==> src/rtl/dcs_cfg.svh <==
// Offsets, field positions, reset values and constants of the channel setup block.
// Assumes a 32-bit register bus with one aligned word per register.
`ifndef DCS_CFG_SVH
`define DCS_CFG_SVH

// ==========================================
// Register byte offsets
`define DCS_OFF_CTRL     8'h00
`define DCS_OFF_CRC_CTRL 8'h04
`define DCS_OFF_CRC_DATA 8'h08
`define DCS_OFF_CRC_SUM  8'h0c
`define DCS_OFF_DESC     8'h10
`define DCS_OFF_WB       8'h14
`define DCS_OFF_CHCFG    8'h18
`define DCS_OFF_STATUS   8'h1c
`define DCS_OFF_PENDING  8'h24

// ==========================================
// Global control fields
`define DCS_CTRL_ON      0
`define DCS_CTRL_LVL_LO  8
`define DCS_CTRL_LVL_HI  11

// ==========================================
// channel_control_a fields
`define DCS_CCA_EN       0
`define DCS_CCA_IE       1
`define DCS_CCA_ACT      2
`define DCS_CCA_SRC_LO   8
`define DCS_CCA_SRC_HI   10
`define DCS_CCA_LVL_LO   16
`define DCS_CCA_LVL_HI   17
`define DCS_CCA_SEL_LO   24
`define DCS_CCA_SEL_HI   25

// ==========================================
// checksum_control fields and codes
`define DCS_CRC_W_LO     0
`define DCS_CRC_W_HI     1
`define DCS_CRC_P_LO     2
`define DCS_CRC_P_HI     3
`define DCS_CRC_SRC      4
`define DCS_CRC_EN       8
`define DCS_POLY_CCITT   2'h0
`define DCS_POLY_ETH     2'h1
`define DCS_W_BYTE       2'h0
`define DCS_W_HALF       2'h1
`define DCS_W_WORD       2'h2
`define DCS_W_RSVD       2'h3
`define DCS_CRC16_POLY   16'h1021
`define DCS_CRC32_POLY   32'hedb88320
`define DCS_CRC16_INIT   32'h0000ffff
`define DCS_CRC32_INIT   32'hffffffff

// ==========================================
// Descriptor layout and reset values
`define DCS_BTC_VALID    0
`define DCS_BTC_W_LO     8
`define DCS_BTC_W_HI     9
`define DCS_DESC_SHIFT   4
`define DCS_RST_WORD     32'h00000000
`define DCS_AXI_OKAY     2'h0
`define DCS_AXI_SLVERR   2'h2

`endif

==> src/rtl/dcs_pkg.sv <==
// Types shared by the channel setup block.
// Constants live in dcs_cfg.svh.
package dcs_pkg;
   typedef enum logic [2:0]
   {
      DCS_IDLE  = 3'b000,
      DCS_FETCH = 3'b001,
      DCS_READ  = 3'b010,
      DCS_WRITE = 3'b011,
      DCS_WBACK = 3'b100
   } dcs_state_t;
   typedef logic [1:0] dcs_chan_t;
endpackage

==> src/rtl/dcs_crc.sv <==
// Checksum engine: CCITT-16 or Ethernet-32, up to one word per cycle.
// Assumes the owner pulses start_in when the engine is switched on.
`timescale 1ns/100ps
`include "dcs_cfg.svh"
module dcs_crc (
   input  wire logic        clk_in,   // Clock
   input  wire logic        rst_in,   // Sync reset
   input  wire logic        start_in, // Load seed
   input  wire logic [1:0]  poly_in,  // Polynomial code
   input  wire logic [1:0]  width_in, // Unit width code
   input  wire logic        valid_in, // Data strobe
   input  wire logic [31:0] data_in,  // Data unit
   output logic      [31:0] crc_out   // Running checksum
);
   logic [31:0] next_crc;
   logic        ok;

   // ==========================================
   // Reserved codes leave the checksum alone
   assign ok = valid_in && (poly_in == `DCS_POLY_CCITT || poly_in == `DCS_POLY_ETH)
               && (width_in != `DCS_W_RSVD);

   always_comb
   begin
      int nb;
      logic d;
      logic fb;
      nb = 8 << width_in;
      next_crc = crc_out;
      d = 1'b0;
      fb = 1'b0;
      for (int i = 0; i < 32; i++)
      begin
         if (i < nb)
         begin
            if (poly_in == `DCS_POLY_CCITT)
            begin
               d = data_in[(i / 8) * 8 + 7 - (i % 8)];
               fb = next_crc[15] ^ d;
               next_crc[15:0] = {next_crc[14:0], 1'b0} ^ (fb ? `DCS_CRC16_POLY : 16'h0000);
            end
            else
            begin
               d = data_in[i];
               fb = next_crc[0] ^ d;
               next_crc = (next_crc >> 1) ^ (fb ? `DCS_CRC32_POLY : 32'h00000000);
            end
         end
      end
   end

   always_ff @(posedge clk_in)
   begin
      if (rst_in)
         crc_out <= `DCS_RST_WORD;
      else if (start_in)
         crc_out <= (poly_in == `DCS_POLY_CCITT) ? `DCS_CRC16_INIT : `DCS_CRC32_INIT;
      else if (ok)
         crc_out <= next_crc;
   end
endmodule

==> src/rtl/dcs_top.sv <==
// Four-channel transfer controller with descriptor fetch, write-back and checksum.
// Assumes an AXI4-Lite master for registers and a req/ack memory port.
//
// The AXI4-Lite register port and the placing of the registers were left to the implementer.
`timescale 1ns/100ps
`include "dcs_cfg.svh"
module dcs_top (
   input  wire logic        clk_in,           // 10 MHz clock
   input  wire logic        rst_in,           // Sync reset, high
   input  wire logic [7:0]  s_axi_awaddr_in,  // Write address
   input  wire logic        s_axi_awvalid_in, // Write address valid
   output logic             s_axi_awready_out,// Write address ready
   input  wire logic [31:0] s_axi_wdata_in,   // Write data
   input  wire logic [3:0]  s_axi_wstrb_in,   // Byte enables, unused: every write takes the whole word
   input  wire logic        s_axi_wvalid_in,  // Write data valid
   output logic             s_axi_wready_out, // Write data ready
   output logic [1:0]       s_axi_bresp_out,  // Write response
   output logic             s_axi_bvalid_out, // Write response valid
   input  wire logic        s_axi_bready_in,  // Write response ready
   input  wire logic [7:0]  s_axi_araddr_in,  // Read address
   input  wire logic        s_axi_arvalid_in, // Read address valid
   output logic             s_axi_arready_out,// Read address ready
   output logic [31:0]      s_axi_rdata_out,  // Read data
   output logic [1:0]       s_axi_rresp_out,  // Read response
   output logic             s_axi_rvalid_out, // Read data valid
   input  wire logic        s_axi_rready_in,  // Read data ready
   input  wire logic [7:0]  trig_in,          // Peripheral triggers
   output logic             mem_req_out,      // Memory request
   output logic             mem_we_out,       // Memory write
   output logic [31:0]      mem_addr_out,     // Memory address
   output logic [1:0]       mem_size_out,     // Access width code
   output logic [31:0]      mem_wdata_out,    // Memory write data
   input  wire logic        mem_ack_in,       // Memory done
   input  wire logic [31:0] mem_rdata_in      // Memory read data
);
   localparam int NCH = 4;

   logic                transfer_controller_on;
   logic [3:0]          priority_level_enable;
   logic [31:0]         descriptor_base_pointer;
   logic [31:0]         writeback_base_pointer;
   dcs_pkg::dcs_chan_t  chan_sel;
   logic [NCH-1:0]      ch_en, ch_ie, ch_act, act_ld, trig_pend, channel_pending_irq;
   logic [2:0]          ch_src [NCH];
   logic [1:0]          ch_lvl [NCH];
   logic [15:0]         act_cnt [NCH];
   logic [31:0]         act_src [NCH];
   logic [31:0]         act_dst [NCH];
   logic [1:0]          act_w [NCH];
   logic                crc_on, crc_src_dma, crc_start;
   logic [1:0]          crc_poly, crc_w;
   logic [31:0]         crc_sum, beat_data;
   dcs_pkg::dcs_state_t st;
   dcs_pkg::dcs_chan_t  cur, win;
   logic [1:0]          widx;
   logic                fetch_ok, found;
   logic [NCH-1:0]      req;
   logic [7:0]          trg_s1, trg_s2, trg_s3, trg_lvl, trg_rise;
   logic                aw_h, w_h, wr_en, rd_en;
   logic [7:0]          aw_a;
   logic [31:0]         w_d;
   logic [31:0]         inc;
   logic                last_beat, blk_end, crc_dv;
   logic [31:0]         crc_data;
   logic [1:0]          crc_width;

   // ==========================================
   // AXI4-Lite slave
   assign s_axi_awready_out = !aw_h && !s_axi_bvalid_out;
   assign s_axi_wready_out  = !w_h && !s_axi_bvalid_out;
   assign s_axi_arready_out = !s_axi_rvalid_out;
   assign wr_en = aw_h && w_h && !s_axi_bvalid_out;
   assign rd_en = s_axi_arvalid_in && s_axi_arready_out;

   always_ff @(posedge clk_in)
   begin
      if (rst_in)
      begin
         aw_h <= 1'b0;
         w_h <= 1'b0;
         aw_a <= 8'h00;
         w_d <= `DCS_RST_WORD;
         s_axi_bvalid_out <= 1'b0;
         s_axi_bresp_out <= `DCS_AXI_OKAY;
      end
      else
      begin
         if (s_axi_awvalid_in && s_axi_awready_out)
         begin
            aw_h <= 1'b1;
            aw_a <= s_axi_awaddr_in;
         end
         if (s_axi_wvalid_in && s_axi_wready_out)
         begin
            w_h <= 1'b1;
            w_d <= s_axi_wdata_in;
         end
         if (wr_en)
         begin
            aw_h <= 1'b0;
            w_h <= 1'b0;
            s_axi_bvalid_out <= 1'b1;
            case (aw_a)
               `DCS_OFF_CTRL, `DCS_OFF_CRC_CTRL, `DCS_OFF_CRC_DATA, `DCS_OFF_DESC,
               `DCS_OFF_WB, `DCS_OFF_CHCFG, `DCS_OFF_PENDING:
                  s_axi_bresp_out <= `DCS_AXI_OKAY;
               default:
                  s_axi_bresp_out <= `DCS_AXI_SLVERR;
            endcase
         end
         else if (s_axi_bvalid_out && s_axi_bready_in)
            s_axi_bvalid_out <= 1'b0;
      end
   end

   always_ff @(posedge clk_in)
   begin
      if (rst_in)
      begin
         s_axi_rvalid_out <= 1'b0;
         s_axi_rdata_out <= `DCS_RST_WORD;
         s_axi_rresp_out <= `DCS_AXI_OKAY;
      end
      else if (rd_en)
      begin
         s_axi_rvalid_out <= 1'b1;
         s_axi_rresp_out <= `DCS_AXI_OKAY;
         s_axi_rdata_out <= `DCS_RST_WORD;
         case (s_axi_araddr_in)
            `DCS_OFF_CTRL:
               s_axi_rdata_out <= {20'h00000, priority_level_enable, 7'h00,
                                   transfer_controller_on};
            `DCS_OFF_CRC_CTRL:
               s_axi_rdata_out <= {23'h000000, crc_on, 3'h0, crc_src_dma, crc_poly, crc_w};
            `DCS_OFF_CRC_SUM:  s_axi_rdata_out <= crc_sum;
            `DCS_OFF_DESC:     s_axi_rdata_out <= descriptor_base_pointer;
            `DCS_OFF_WB:       s_axi_rdata_out <= writeback_base_pointer;
            `DCS_OFF_CHCFG:
               s_axi_rdata_out <= {6'h00, chan_sel, 6'h00, ch_lvl[chan_sel], 5'h00,
                                   ch_src[chan_sel], 5'h00, ch_act[chan_sel],
                                   ch_ie[chan_sel], ch_en[chan_sel]};
            `DCS_OFF_STATUS:
               s_axi_rdata_out <= {16'h0000, act_ld, ch_en, 2'h0, cur, 3'h0,
                                   st != dcs_pkg::DCS_IDLE};
            `DCS_OFF_PENDING:  s_axi_rdata_out <= {28'h0000000, channel_pending_irq};
            `DCS_OFF_CRC_DATA: s_axi_rdata_out <= `DCS_RST_WORD;
            default:           s_axi_rresp_out <= `DCS_AXI_SLVERR;
         endcase
      end
      else if (s_axi_rvalid_out && s_axi_rready_in)
         s_axi_rvalid_out <= 1'b0;
   end

   // ==========================================
   // Global and checksum control
   always_ff @(posedge clk_in)
   begin
      if (rst_in)
      begin
         transfer_controller_on <= 1'b0;
         priority_level_enable <= 4'h0;
         descriptor_base_pointer <= `DCS_RST_WORD;
         writeback_base_pointer <= `DCS_RST_WORD;
         crc_on <= 1'b0;
         crc_src_dma <= 1'b0;
         crc_poly <= `DCS_POLY_CCITT;
         crc_w <= `DCS_W_BYTE;
         crc_start <= 1'b0;
      end
      else
      begin
         crc_start <= 1'b0;
         if (wr_en && aw_a == `DCS_OFF_CTRL)
         begin
            transfer_controller_on <= w_d[`DCS_CTRL_ON];
            priority_level_enable <= w_d[`DCS_CTRL_LVL_HI:`DCS_CTRL_LVL_LO];
         end
         if (wr_en && aw_a == `DCS_OFF_DESC && !transfer_controller_on)
            descriptor_base_pointer <= w_d;
         if (wr_en && aw_a == `DCS_OFF_WB && !transfer_controller_on)
            writeback_base_pointer <= w_d;
         if (wr_en && aw_a == `DCS_OFF_CRC_CTRL)
         begin
            crc_on <= w_d[`DCS_CRC_EN];
            crc_src_dma <= w_d[`DCS_CRC_SRC];
            crc_poly <= w_d[`DCS_CRC_P_HI:`DCS_CRC_P_LO];
            crc_w <= w_d[`DCS_CRC_W_HI:`DCS_CRC_W_LO];
            crc_start <= w_d[`DCS_CRC_EN] && !crc_on;
         end
      end
   end

   // ==========================================
   // Trigger synchronisers and edge detect
   always_ff @(posedge clk_in)
   begin
      if (rst_in)
      begin
         trg_s1 <= 8'h00;
         trg_s2 <= 8'h00;
         trg_s3 <= 8'h00;
         trg_lvl <= 8'h00;
      end
      else
      begin
         trg_s1 <= trig_in;
         trg_s2 <= trg_s1;
         trg_s3 <= trg_s2;
         trg_lvl <= (trg_s2 & trg_s3) | (trg_lvl & (trg_s2 | trg_s3));
      end
   end
   assign trg_rise = (trg_s2 & trg_s3) & ~trg_lvl;

   // ==========================================
   // Arbiter: highest enabled level, then lowest channel
   always_comb
   begin
      win = 2'h0;
      found = 1'b0;
      for (int c = 0; c < NCH; c++)
      begin
         req[c] = ch_en[c] && trig_pend[c] && priority_level_enable[ch_lvl[c]];
         if (req[c] && (!found || ch_lvl[c] > ch_lvl[win]))
         begin
            win = 2'(c);
            found = 1'b1;
         end
      end
   end

   // ==========================================
   // Transfer sequencer
   always_comb
   begin
      case (act_w[cur])
         `DCS_W_BYTE: inc = 32'h00000001;
         `DCS_W_HALF: inc = 32'h00000002;
         default:     inc = 32'h00000004;
      endcase
   end
   assign last_beat = act_cnt[cur] == 16'h0001;
   assign blk_end = act_cnt[cur] == 16'h0000;

   always_ff @(posedge clk_in)
   begin
      if (rst_in)
      begin
         st <= dcs_pkg::DCS_IDLE;
         cur <= 2'h0;
         widx <= 2'h0;
         fetch_ok <= 1'b0;
         beat_data <= `DCS_RST_WORD;
      end
      else
         case (st)
            dcs_pkg::DCS_IDLE:
               if (transfer_controller_on && found)
               begin
                  cur <= win;
                  widx <= 2'h0;
                  st <= act_ld[win] ? dcs_pkg::DCS_READ : dcs_pkg::DCS_FETCH;
               end
            dcs_pkg::DCS_FETCH:
               if (mem_ack_in)
               begin
                  widx <= widx + 2'h1;
                  if (widx == 2'h0)
                     fetch_ok <= mem_rdata_in[`DCS_BTC_VALID];
                  if (widx == 2'h3)
                  begin
                     widx <= 2'h0;
                     if (!fetch_ok)
                        st <= dcs_pkg::DCS_IDLE;
                     else if (act_cnt[cur] == 16'h0000)
                        st <= dcs_pkg::DCS_WBACK;
                     else
                        st <= dcs_pkg::DCS_READ;
                  end
               end
            dcs_pkg::DCS_READ:
               if (mem_ack_in)
               begin
                  beat_data <= mem_rdata_in;
                  st <= dcs_pkg::DCS_WRITE;
               end
            dcs_pkg::DCS_WRITE:
               if (mem_ack_in)
                  st <= (last_beat || ch_act[cur]) ? dcs_pkg::DCS_WBACK
                                                    : dcs_pkg::DCS_READ;
            dcs_pkg::DCS_WBACK:
               if (mem_ack_in)
               begin
                  widx <= widx + 2'h1;
                  if (widx == 2'h3)
                     st <= dcs_pkg::DCS_IDLE;
               end
            default:
               st <= dcs_pkg::DCS_IDLE;
         endcase
   end

   // ==========================================
   // Memory port
   assign mem_req_out = st != dcs_pkg::DCS_IDLE;
   assign mem_we_out = st == dcs_pkg::DCS_WRITE || st == dcs_pkg::DCS_WBACK;
   always_comb
   begin
      mem_size_out = `DCS_W_WORD;
      mem_wdata_out = `DCS_RST_WORD;
      case (st)
         dcs_pkg::DCS_FETCH:
            mem_addr_out = descriptor_base_pointer + {26'h0000000, cur, widx, 2'h0};
         dcs_pkg::DCS_READ:
         begin
            mem_addr_out = act_src[cur];
            mem_size_out = act_w[cur];
         end
         dcs_pkg::DCS_WRITE:
         begin
            mem_addr_out = act_dst[cur];
            mem_size_out = act_w[cur];
            mem_wdata_out = beat_data;
         end
         dcs_pkg::DCS_WBACK:
         begin
            mem_addr_out = writeback_base_pointer + {26'h0000000, cur, widx, 2'h0};
            case (widx)
               2'h0: mem_wdata_out = {22'h000000, act_w[cur], 7'h00, !blk_end};
               2'h1: mem_wdata_out = {16'h0000, act_cnt[cur]};
               2'h2: mem_wdata_out = act_src[cur];
               default: mem_wdata_out = act_dst[cur];
            endcase
         end
         default:
            mem_addr_out = `DCS_RST_WORD;
      endcase
   end

   // ==========================================
   // Channel configuration and working state
   always_ff @(posedge clk_in)
   begin
      if (rst_in)
      begin
         chan_sel <= 2'h0;
         ch_en <= '0;
         ch_ie <= '0;
         ch_act <= '0;
         act_ld <= '0;
         trig_pend <= '0;
         channel_pending_irq <= '0;
         for (int c = 0; c < NCH; c++)
         begin
            ch_src[c] <= 3'h0;
            ch_lvl[c] <= 2'h0;
            act_cnt[c] <= 16'h0000;
            act_src[c] <= `DCS_RST_WORD;
            act_dst[c] <= `DCS_RST_WORD;
            act_w[c] <= `DCS_W_BYTE;
         end
      end
      else
      begin
         for (int c = 0; c < NCH; c++)
         begin
            if (st == dcs_pkg::DCS_IDLE && transfer_controller_on && found && win == 2'(c))
               trig_pend[c] <= 1'b0;
            if (ch_en[c] && trg_rise[ch_src[c]])
               trig_pend[c] <= 1'b1;
            if (wr_en && aw_a == `DCS_OFF_PENDING && w_d[c])
               channel_pending_irq[c] <= 1'b0;
            if (!ch_ie[c])
               channel_pending_irq[c] <= 1'b0;
         end
         if (st == dcs_pkg::DCS_FETCH && mem_ack_in)
            case (widx)
               2'h0: act_w[cur] <= mem_rdata_in[`DCS_BTC_W_HI:`DCS_BTC_W_LO];
               2'h1: act_cnt[cur] <= mem_rdata_in[15:0];
               2'h2: act_src[cur] <= mem_rdata_in;
               default:
               begin
                  act_dst[cur] <= mem_rdata_in;
                  act_ld[cur] <= fetch_ok;
               end
            endcase
         if (st == dcs_pkg::DCS_WRITE && mem_ack_in)
         begin
            act_cnt[cur] <= act_cnt[cur] - 16'h0001;
            act_src[cur] <= act_src[cur] + inc;
            act_dst[cur] <= act_dst[cur] + inc;
         end
         if (st == dcs_pkg::DCS_WBACK && mem_ack_in && widx == 2'h3 && blk_end)
         begin
            act_ld[cur] <= 1'b0;
            ch_en[cur] <= 1'b0;
            if (ch_ie[cur])
               channel_pending_irq[cur] <= 1'b1;
         end
         if (wr_en && aw_a == `DCS_OFF_CHCFG)
         begin
            chan_sel <= w_d[`DCS_CCA_SEL_HI:`DCS_CCA_SEL_LO];
            ch_en[w_d[`DCS_CCA_SEL_HI:`DCS_CCA_SEL_LO]] <= w_d[`DCS_CCA_EN];
            ch_ie[w_d[`DCS_CCA_SEL_HI:`DCS_CCA_SEL_LO]] <= w_d[`DCS_CCA_IE];
            ch_act[w_d[`DCS_CCA_SEL_HI:`DCS_CCA_SEL_LO]] <= w_d[`DCS_CCA_ACT];
            ch_src[w_d[`DCS_CCA_SEL_HI:`DCS_CCA_SEL_LO]] <=
               w_d[`DCS_CCA_SRC_HI:`DCS_CCA_SRC_LO];
            ch_lvl[w_d[`DCS_CCA_SEL_HI:`DCS_CCA_SEL_LO]] <=
               w_d[`DCS_CCA_LVL_HI:`DCS_CCA_LVL_LO];
            if (!w_d[`DCS_CCA_EN])
               act_ld[w_d[`DCS_CCA_SEL_HI:`DCS_CCA_SEL_LO]] <= 1'b0;
         end
      end
   end

   // ==========================================
   // Checksum feed
   assign crc_dv = crc_on && (crc_src_dma ? (st == dcs_pkg::DCS_READ && mem_ack_in)
                                        : (wr_en && aw_a == `DCS_OFF_CRC_DATA));
   assign crc_data = crc_src_dma ? mem_rdata_in : w_d;
   assign crc_width = crc_src_dma ? act_w[cur] : crc_w;

   dcs_crc u_crc (
      .clk_in   (clk_in),
      .rst_in   (rst_in),
      .start_in (crc_start),
      .poly_in  (crc_poly),
      .width_in (crc_width),
      .valid_in (crc_dv),
      .data_in  (crc_data),
      .crc_out  (crc_sum)
   );
endmodule
==> config.mk <==
export PLATFORM = sky130hd
export DESIGN_NAME = dcs_top
export DESIGN_NICKNAME = d
export VERILOG_FILES = /design/src/rtl/dcs_pkg.sv /design/src/rtl/dcs_crc.sv /design/src/rtl/dcs_top.sv
export VERILOG_INCLUDE_DIRS = /design/src /design/src/rtl
export SDC_FILE = /design/constraint.sdc
export NUM_CORES = 2
export LEC_CHECK = 0
export ABC_CLOCK_PERIOD_IN_PS = 11100
export CAP_MARGIN = 10
export CELL_PAD_IN_SITES_DETAIL_PLACEMENT = 1
export CELL_PAD_IN_SITES_GLOBAL_PLACEMENT = 2
export CORE_AREA = 2 2 353 355
export CTS_BUF_LIST = sky130_fd_sc_hd__clkbuf_8
export DETAILED_ROUTE_END_ITERATION = 10
export DIE_AREA = 0 0 355 357
export DONT_BUFFER_PORTS = 1
export PLACE_DENSITY_LB_ADDON = 0.1
export RECOVER_POWER = 100
export SLEW_MARGIN = 10
export SYNTH_ARGS = -nofsm -noshare
export SYNTH_HDL_FRONTEND = slang
export SYNTH_SLANG_ARGS = --single-unit
==> constraint.sdc <==
create_clock -name clk_in -period 11.1 [get_ports clk_in]
set_input_delay 1.665 -clock clk_in [delete_from_list [all_inputs] [get_ports clk_in]]
set_output_delay 1.665 -clock clk_in [all_outputs]
set_load 0.03 [all_outputs]
# [Word-level counts from Yosys, hierarchy flattened]
# Memories as Yosys holds them, arrays and structs flattened. A register that Yosys moved wholly into a read port is not among the register bits.
# Cells that the tools add are included.
[op_classes] n_reduce_logical=106 n_eq_ne=35 div_mod_pow=0 bitwise_logic=144 muxes=327 order_cmp=49 n_shift=1 n_mul=0 n_addsub=6
[op_table] cell="2-to-1 mux 32 bit" n=72
[op_table] cell="2-to-1 mux 16 bit" n=66
[op_table] cell="bitwise XOR 31 x 32 -> 32 bit" n=32
[op_table] cell="less-than comparator 6 x 32 -> 1 bit (first input constant)" n=16
[op_table] cell="bitwise XOR 16 bit" n=32
[op_table] cell="2-to-1 mux 13 bit" n=32
[op_table] cell="less-than comparator 5 x 32 -> 1 bit (first input constant)" n=8
[op_table] cell="one-hot mux 32 bit (8 select lines)" n=1
[op_table] cell="less-than comparator 4 x 32 -> 1 bit (first input constant)" n=4
[op_table] cell="one-hot mux 32 bit (4 select lines)" n=1
[op_table] cell="one-hot mux 32 bit (3 select lines)" n=1
[op_table] cell="2-to-1 mux 1 bit" n=76
[op_table] cell="adder 32 bit" n=2
[op_table] cell="adder 32 x 6 -> 32 bit" n=2
[op_table] cell="less-than comparator 3 x 32 -> 1 bit (first input constant)" n=2
[op_table] cell="one-hot mux 32 bit (2 select lines)" n=1
[op_table] cell="OR reduction 32 bit" n=2
[op_table] cell="bitwise XOR 1 bit" n=64
[op_table] cell="2-to-1 mux 2 bit" n=31
[op_table] cell="equality test 8 x 5 -> 1 bit (second input constant)" n=7
[op_table] cell="logical AND 1 bit" n=56
[op_table] cell="2-to-1 mux 4 bit" n=12
[op_table] cell="2-to-1 mux 3 bit" n=11
[op_table] cell="less-than comparator 1 x 32 -> 1 bit (first input constant)" n=1
[op_table] cell="other kinds (50)" n=136
[word_totals] rom_bits=0 inputBits=100 ff_bits=286 mem_bits_rw=348 mem_count=6 latchBits=0 word_cells=712 output_inout_bits=109
[memory_table] memory="act_dst" words=4 word_bits=32 read_ports=1 rd_ports_with_merged_regs=1 write_ports=4 line_no="dcs_top.sv:48" text="logic [31:0] act_dst [NCH];"
[memory_table] memory="act_src" words=4 word_bits=32 read_ports=1 rd_ports_with_merged_regs=1 write_ports=4 line_no="dcs_top.sv:47" text="logic [31:0] act_src [NCH];"
[memory_table] memory="act_cnt" words=4 word_bits=16 read_ports=1 rd_ports_with_merged_regs=1 write_ports=4 line_no="dcs_top.sv:46" text="logic [15:0] act_cnt [NCH];"
[memory_table] memory="ch_src" words=4 word_bits=3 read_ports=5 rd_ports_with_merged_regs=1 write_ports=4 line_no="dcs_top.sv:44" text="logic [2:0] ch_src [NCH];"
[memory_table] memory="act_w" words=4 word_bits=2 read_ports=1 rd_ports_with_merged_regs=1 write_ports=4 line_no="dcs_top.sv:49" text="logic [1:0] act_w [NCH];"
[memory_table] memory="ch_lvl" words=4 word_bits=2 read_ports=7 rd_ports_with_merged_regs=1 write_ports=4 line_no="dcs_top.sv:45" text="logic [1:0] ch_lvl [NCH];"

# [Logic depth before layout (Yosys ltp)]
[depth] depth_word=163 ltp_mapped=33 mapped_depth_nobuf=25

# [Modules after synthesis]
# A second synthesis with hierarchy kept.
[unflattened] hier_cells=4654 area_unflattened_um2=42863.6
[modules_own_cells] mod="dcs_top" instances=1 cells_per_inst=3127 seq_area_each_um2=15574.9 area_each_um2=30809.5
[modules_own_cells] mod="dcs_crc" instances=1 cells_per_inst=1527 seq_area_each_um2=640.6 area_each_um2=12054.1

# [Worst setup path before layout]
# No wires, ideal clock.
[synth_path] kind="input to register" from="in mem_rdata_in[7]" to="reg u_crc.crc_out[24]" t_arrival_ns=8.492 stages=25 slack_ns=2.476 path_buffers=0 cell_sequence="mux2i_4 > mux2i_1 > and2_1 > xnor3_1 > mux2i_1 > or4_1 > nand2_1 > xnor3_1 > nor2_2 > o221ai_1 > a211oi_1 > nor4b_4 > xnor2_1 > xnor2_2 > xor2_2 > xnor3_1 > o211ai_2 > xnor3_1 > a221o_1 > xor2_2 > xor2_1 > xnor3_2 > xnor2_1 > a2111oi_1 > nor3_1"
[synth_between] elab_chain_len=163
[synth_lines] element="from (decl)" line_no="dcs_top.sv:34" text="input wire logic [31:0] mem_rdata_in"
[synth_lines] element="2-to-1 mux 32 bit (*)" line_no="dcs_top.sv:419" text="assign crc_data = crc_src_dma ? mem_rdata_in : w_d;"
[synth_lines] element="bitwise XOR 1 bit" line_no="dcs_crc.sv:39" text="fb = next_crc[15] ^ d;"
[synth_lines] element="2-to-1 mux 13 bit" line_no="dcs_crc.sv:40" text="next_crc[15:0] = {next_crc[14:0], 1'b0} ^ (fb ? `DCS_CRC16_POLY : 16'h0000);"
[synth_lines] element="bitwise XOR 16 bit" line_no="dcs_crc.sv:40"
[synth_lines] element="2-to-1 mux 16 bit" line_no="dcs_crc.sv:36" text="if (poly_in == `DCS_POLY_CCITT)"
[synth_lines] element="2-to-1 mux 32 bit" line_no="dcs_crc.sv:34" text="if (i < nb)"
[synth_lines] element="bitwise XOR 1 bit" line_no="dcs_crc.sv:45" text="fb = next_crc[0] ^ d;"
[synth_lines] element="2-to-1 mux 32 bit" line_no="dcs_crc.sv:46" text="next_crc = (next_crc >> 1) ^ (fb ? `DCS_CRC32_POLY : 32'h00000000);"
[synth_lines] element="[... 147 more ...]"
[synth_lines] element="2-to-1 mux 32 bit (*)" line_no="dcs_crc.sv:34"
[synth_lines] element="bitwise XOR 1 bit" line_no="dcs_crc.sv:45"
[synth_lines] element="2-to-1 mux 32 bit" line_no="dcs_crc.sv:46"
[synth_lines] element="bitwise XOR 31 x 32 -> 32 bit" line_no="dcs_crc.sv:46"
[synth_lines] element="2-to-1 mux 16 bit" line_no="dcs_crc.sv:36"
[synth_lines] element="2-to-1 mux 32 bit (*)" line_no="dcs_crc.sv:34"
[synth_lines] element="2-to-1 mux 32 bit (*)" line_no="dcs_crc.sv:58" text="else if (ok)"
[synth_lines] element="2-to-1 mux 32 bit (*)" line_no="dcs_crc.sv:56" text="else if (start_in)"
[synth_lines] element="to (signal assigned)" line_no="dcs_crc.sv:55" text="crc_out <= `DCS_RST_WORD;"
[synth_lines] element="to (signal assigned)" line_no="dcs_crc.sv:57" text="crc_out <= (poly_in == `DCS_POLY_CCITT) ? `DCS_CRC16_INIT : `DCS_CRC32_INIT;"
[synth_lines] element="to (signal assigned)" line_no="dcs_crc.sv:59" text="crc_out <= next_crc;"
[synth_lines] element="to (decl)" line_no="dcs_crc.sv:13" text="output logic [31:0] crc_out"
# Every way passes the cells marked *; elsewhere a longest branch is shown, timed or not. The select of a mux whose other input is x is not followed.
# A chain may end at the register's enable or synchronous reset.

==> out/metrics.cfg <==
[status]
status=complete, but fails checks
violations=capacitance limit, slew limit

[cts]
cts_buffers=117
postCtsSetupRepairBufs=0
cts_sinks=636
path_clk_slew_ns=0.06
htree_levels=3
cts_tree=yes
root_buffer=clkbuf_8
cts_resized=0
clock_latency_ns=0.86
hold_buffers=0
clk_path_buf_depth=3

[global_route]
grt_max_degree=252
use_met1=0.407
antenna_found_initial=5
grt_pass1_vias=37497
top_usage_layer=met2
grt_use_met3=0.0494
grt_use_met2=0.496
grt_overflow_total=0
grtUsageTotal=0.304
grt_first_pass_wirelength_um=280000

[die]
coreArea_mm2=0.123
initial_core_util=0.347
fp.dieH_um=357
rows=129
ios=209
dieArea_mm2=0.127
die_w_um=355

[routing]
num_vias=37402
drt_iter0_drc=3085
drt-total-wl_um=196000
drc_errors=0
wire_per_inst_um=30.7
route.antenna.remaining_nets=0
via_per_inst=5.85
drt_first_pass_iters=6

[power]
p_leak_uw=0.0167
internal_power_uw=4370
p_seq_frac=0.401
irDropWorstVdd_v=0.0000996
combPwrFrac=0.245
p_sw_uw=2160
switching_share=0.331
p_per_area_mw_per_mm2=139
clkPwrFrac=0.354

[placed_design]
place_ws_ns=0.900
globalplace.congestion=0.967
io_buffers=0
dp_hpwl_um=144000

[synthesis]
syn-cell-area_mm2=0.0427
synth_area_per_cell_um2=9.07
yosys_warnings=0
ys_ff_latch=636
async_flop_share=0
synth_edf_count=348
synthFlopType=edfxtp_1
yosysUniqueCellTypes=112
ys_seq_area_frac=0.380
postSynthCellCount=4705

[critical_path]
cpLargestDelayFamily=compound AO/OA/AOI/OAI gates
cp_slowest_cell=dfxtp_1
required_ns=11.82
critPathMaxStageDelay_ns=1.18
rr_worst_depth=24
start_kind=register
reg2reg_to=u_crc.crc_out[12]$_SDFFE_PP0P_
crit_type=register to register
path_cells=nand4_1, and3_1, and4_1, a311oi_1, o2111ai_2, or2_2, mux2i_1, o311ai_0, o21ai_1, a21o_1, a31oi_1, buf_4, xnor2_1, o211a_1, xnor3_1, a21oi_1, xnor2_1, nor4_1, or4_1, mux2i_1, a211oi_1, xor2_1, o2111ai_1, o211a_1
crit_arrival_ns=11.00
r2r_setup_slack_ns=0.81
crit_path_end_kind=register
crit_path_max_fanout=23
crit_buf_inv=1

[timing]
setup_viol=0
relSlewSlack=-1.12
setup_slack_ns=0.814
tightest_slew_ns=3.17
rsz0062_at_grt=false
skew_ns=0.0445
hold_violations=0
post-route-period-util=0.927
holdWs_ns=0.422
min_period_ns=10.29
slew_viol_final=706
max_freq_mhz=97.2
tns_ns=0

[worst_hold_path]
hp-class=register to register
hold_depth=1
holdPathEnd=trg_s2[4]$_SDFF_PP0_
hold_start=trg_s1[4]$_SDFF_PP0_

[finish]
fin_nets=4773
fin_util=0.382
area_delta_synth_final_pct=10.1
layout_common_cells=nand2_1, nor2_1, xnor2_1, edfxtp_1, a21oi_1
final_common_cell=nand2_1
layout-drive-gt1-share=0.110

[flow_run]
drv_cap=22

-- logic make-up (layout without fill, tap and decap cells) --
| logic type | Yosys count | count (layout) | share of synthesized area |
|---|---|---|---|
| AOI/OAI and AO/OA | 1075 | 1075 | 0.165 |
| adders and majority gates | 26 | 26 | 0.00815 |
| muxes | 265 | 265 | 0.0938 |
| buffers and inverters | 459 | 502 | 0.0421 |
| xor gates and xnor gates | 565 | 565 | 0.136 |
| DFF | 636 | 636 | 0.380 |
| other | 1 | 8 | 0.0000879 |
| and+or+nand+nor | 1678 | 1678 | 0.175 |
-- cell usage after synthesis (44+ instances only) --
| cell type | n | share of area |
|---|---|---|
| o211ai_1 | 49 | 0.0086 |
| dfxtp_1 | 288 | 0.14 |
| mux2i_1 | 133 | 0.031 |
| nand3_1 | 99 | 0.012 |
| clkbuf_1 | 274 | 0.024 |
| a21oi_1 | 300 | 0.035 |
| a211oi_1 | 65 | 0.011 |
| nor2b_1 | 53 | 0.0078 |
| and3_1 | 44 | 0.0065 |
| edfxtp_1 | 348 | 0.24 |
| nand2_1 | 619 | 0.054 |
| o21ai_0 | 233 | 0.027 |
| mux4_2 | 97 | 0.051 |
| a22oi_1 | 111 | 0.020 |
| xnor3_1 | 45 | 0.024 |
| nor3_1 | 59 | 0.0069 |
| nor2_1 | 571 | 0.050 |
| xnor2_1 | 351 | 0.072 |
| xor2_1 | 146 | 0.030 |
| inv_1 | 123 | 0.011 |
-- power groups by stage --
stage / sequential (uW) / combinational, uW / clock (uW)
after floorplan: 2640 / 1110 / 0
after global placement: 2660 / 1580 / 0
after detailed placement: 2670 / 1580 / 0
after CTS: 2620 / 1590 / 2380
after global routing: 2630 / 1690 / 2470
final: 2620 / 1600 / 2310
-- per-stage QoR --
step / power [uW] / cells / area (um2)
5_1_grt: 6790 / 6388 / 47000
2_1_floorplan: 3740 / 4706 / 42700
6_report: 6530 / 6392 / 47000
3_5_place_dp: 4240 / 6165 / 44800
3_3_place_gp: 4240 / 6165 / 44800
4_1_cts: 6590 / 6386 / 47200
-- final cells by class --
type	count	area (um2)
fillers	14245	76000
repair buffers	158	1040
clock buffers	136	1870
multi-input cells	3611	24800
flip-flops and latches	636	16200
well taps	1637	2050
inverters	123	462
diodes	6	15.0
clock inverters	85	512
-- routing by layer --
metal  part of all wire  wire length [um]  up-vias
li1                   -                 -    16751
met5            0.00014                27        -
met4              0.038              7530        4
met2               0.47             91400     1188
met1               0.44             85600    19165
met3              0.059             11500      294
-- worst register-to-register path, stage by stage, from the launching register on --
cell       delay, ns
dfxtp_1         1.18
nand4_1         0.69
and3_1          0.78
and4_1          0.40
a311oi_1        0.26
o2111ai_2       0.55
or2_2           0.51
mux2i_1         0.24
o311ai_0        0.23
o21ai_1         0.61
a21o_1          0.15
a31oi_1         0.09
buf_4           0.21
xnor2_1         0.64
o211a_1         0.34
xnor3_1         0.33
a21oi_1         0.38
xnor2_1         0.38
nor4_1          0.14
or4_1           0.67
mux2i_1         0.17
a211oi_1        0.61
xor2_1          0.21
o2111ai_1       0.17
o211a_1         0.22
-- how the worst max path moves through the flow --
stage / cells past startpoint / endpoint / from
finish: 24 / u_crc.crc_out[12]$_SDFFE_PP0P_ / register
floorplan: 25 / u_crc.crc_out[24]$_SDFFE_PP0P_ / mem_rdata_in[7]
global placement: 25 / u_crc.crc_out[12]$_SDFFE_PP0P_ / mem_rdata_in[7]
global route: 24 / u_crc.crc_out[12]$_SDFFE_PP0P_ / register
CTS: 27 / u_crc.crc_out[12]$_SDFFE_PP0P_ / register
detailed placement: 26 / u_crc.crc_out[24]$_SDFFE_PP0P_ / mem_rdata_in[5]
-- sequential cells by signal, indices dropped and copies added, names as in the netlist, 8 cells and up, named ones only --
name                     count
act_dst                    128
beat_data                   32
act_src                    128
descriptor_base_pointer     32
s_axi_rdata_out             32
trg_s3                       8
act_w                        8
ch_lvl                       8
trg_s1                       8
w_d                         32
u_crc.crc_out               32
aw_a                         8
act_cnt                     64
trg_s2                       8
ch_src                      12
writeback_base_pointer      32
trg_lvl                      8
(Power assumes the default switching activity.)
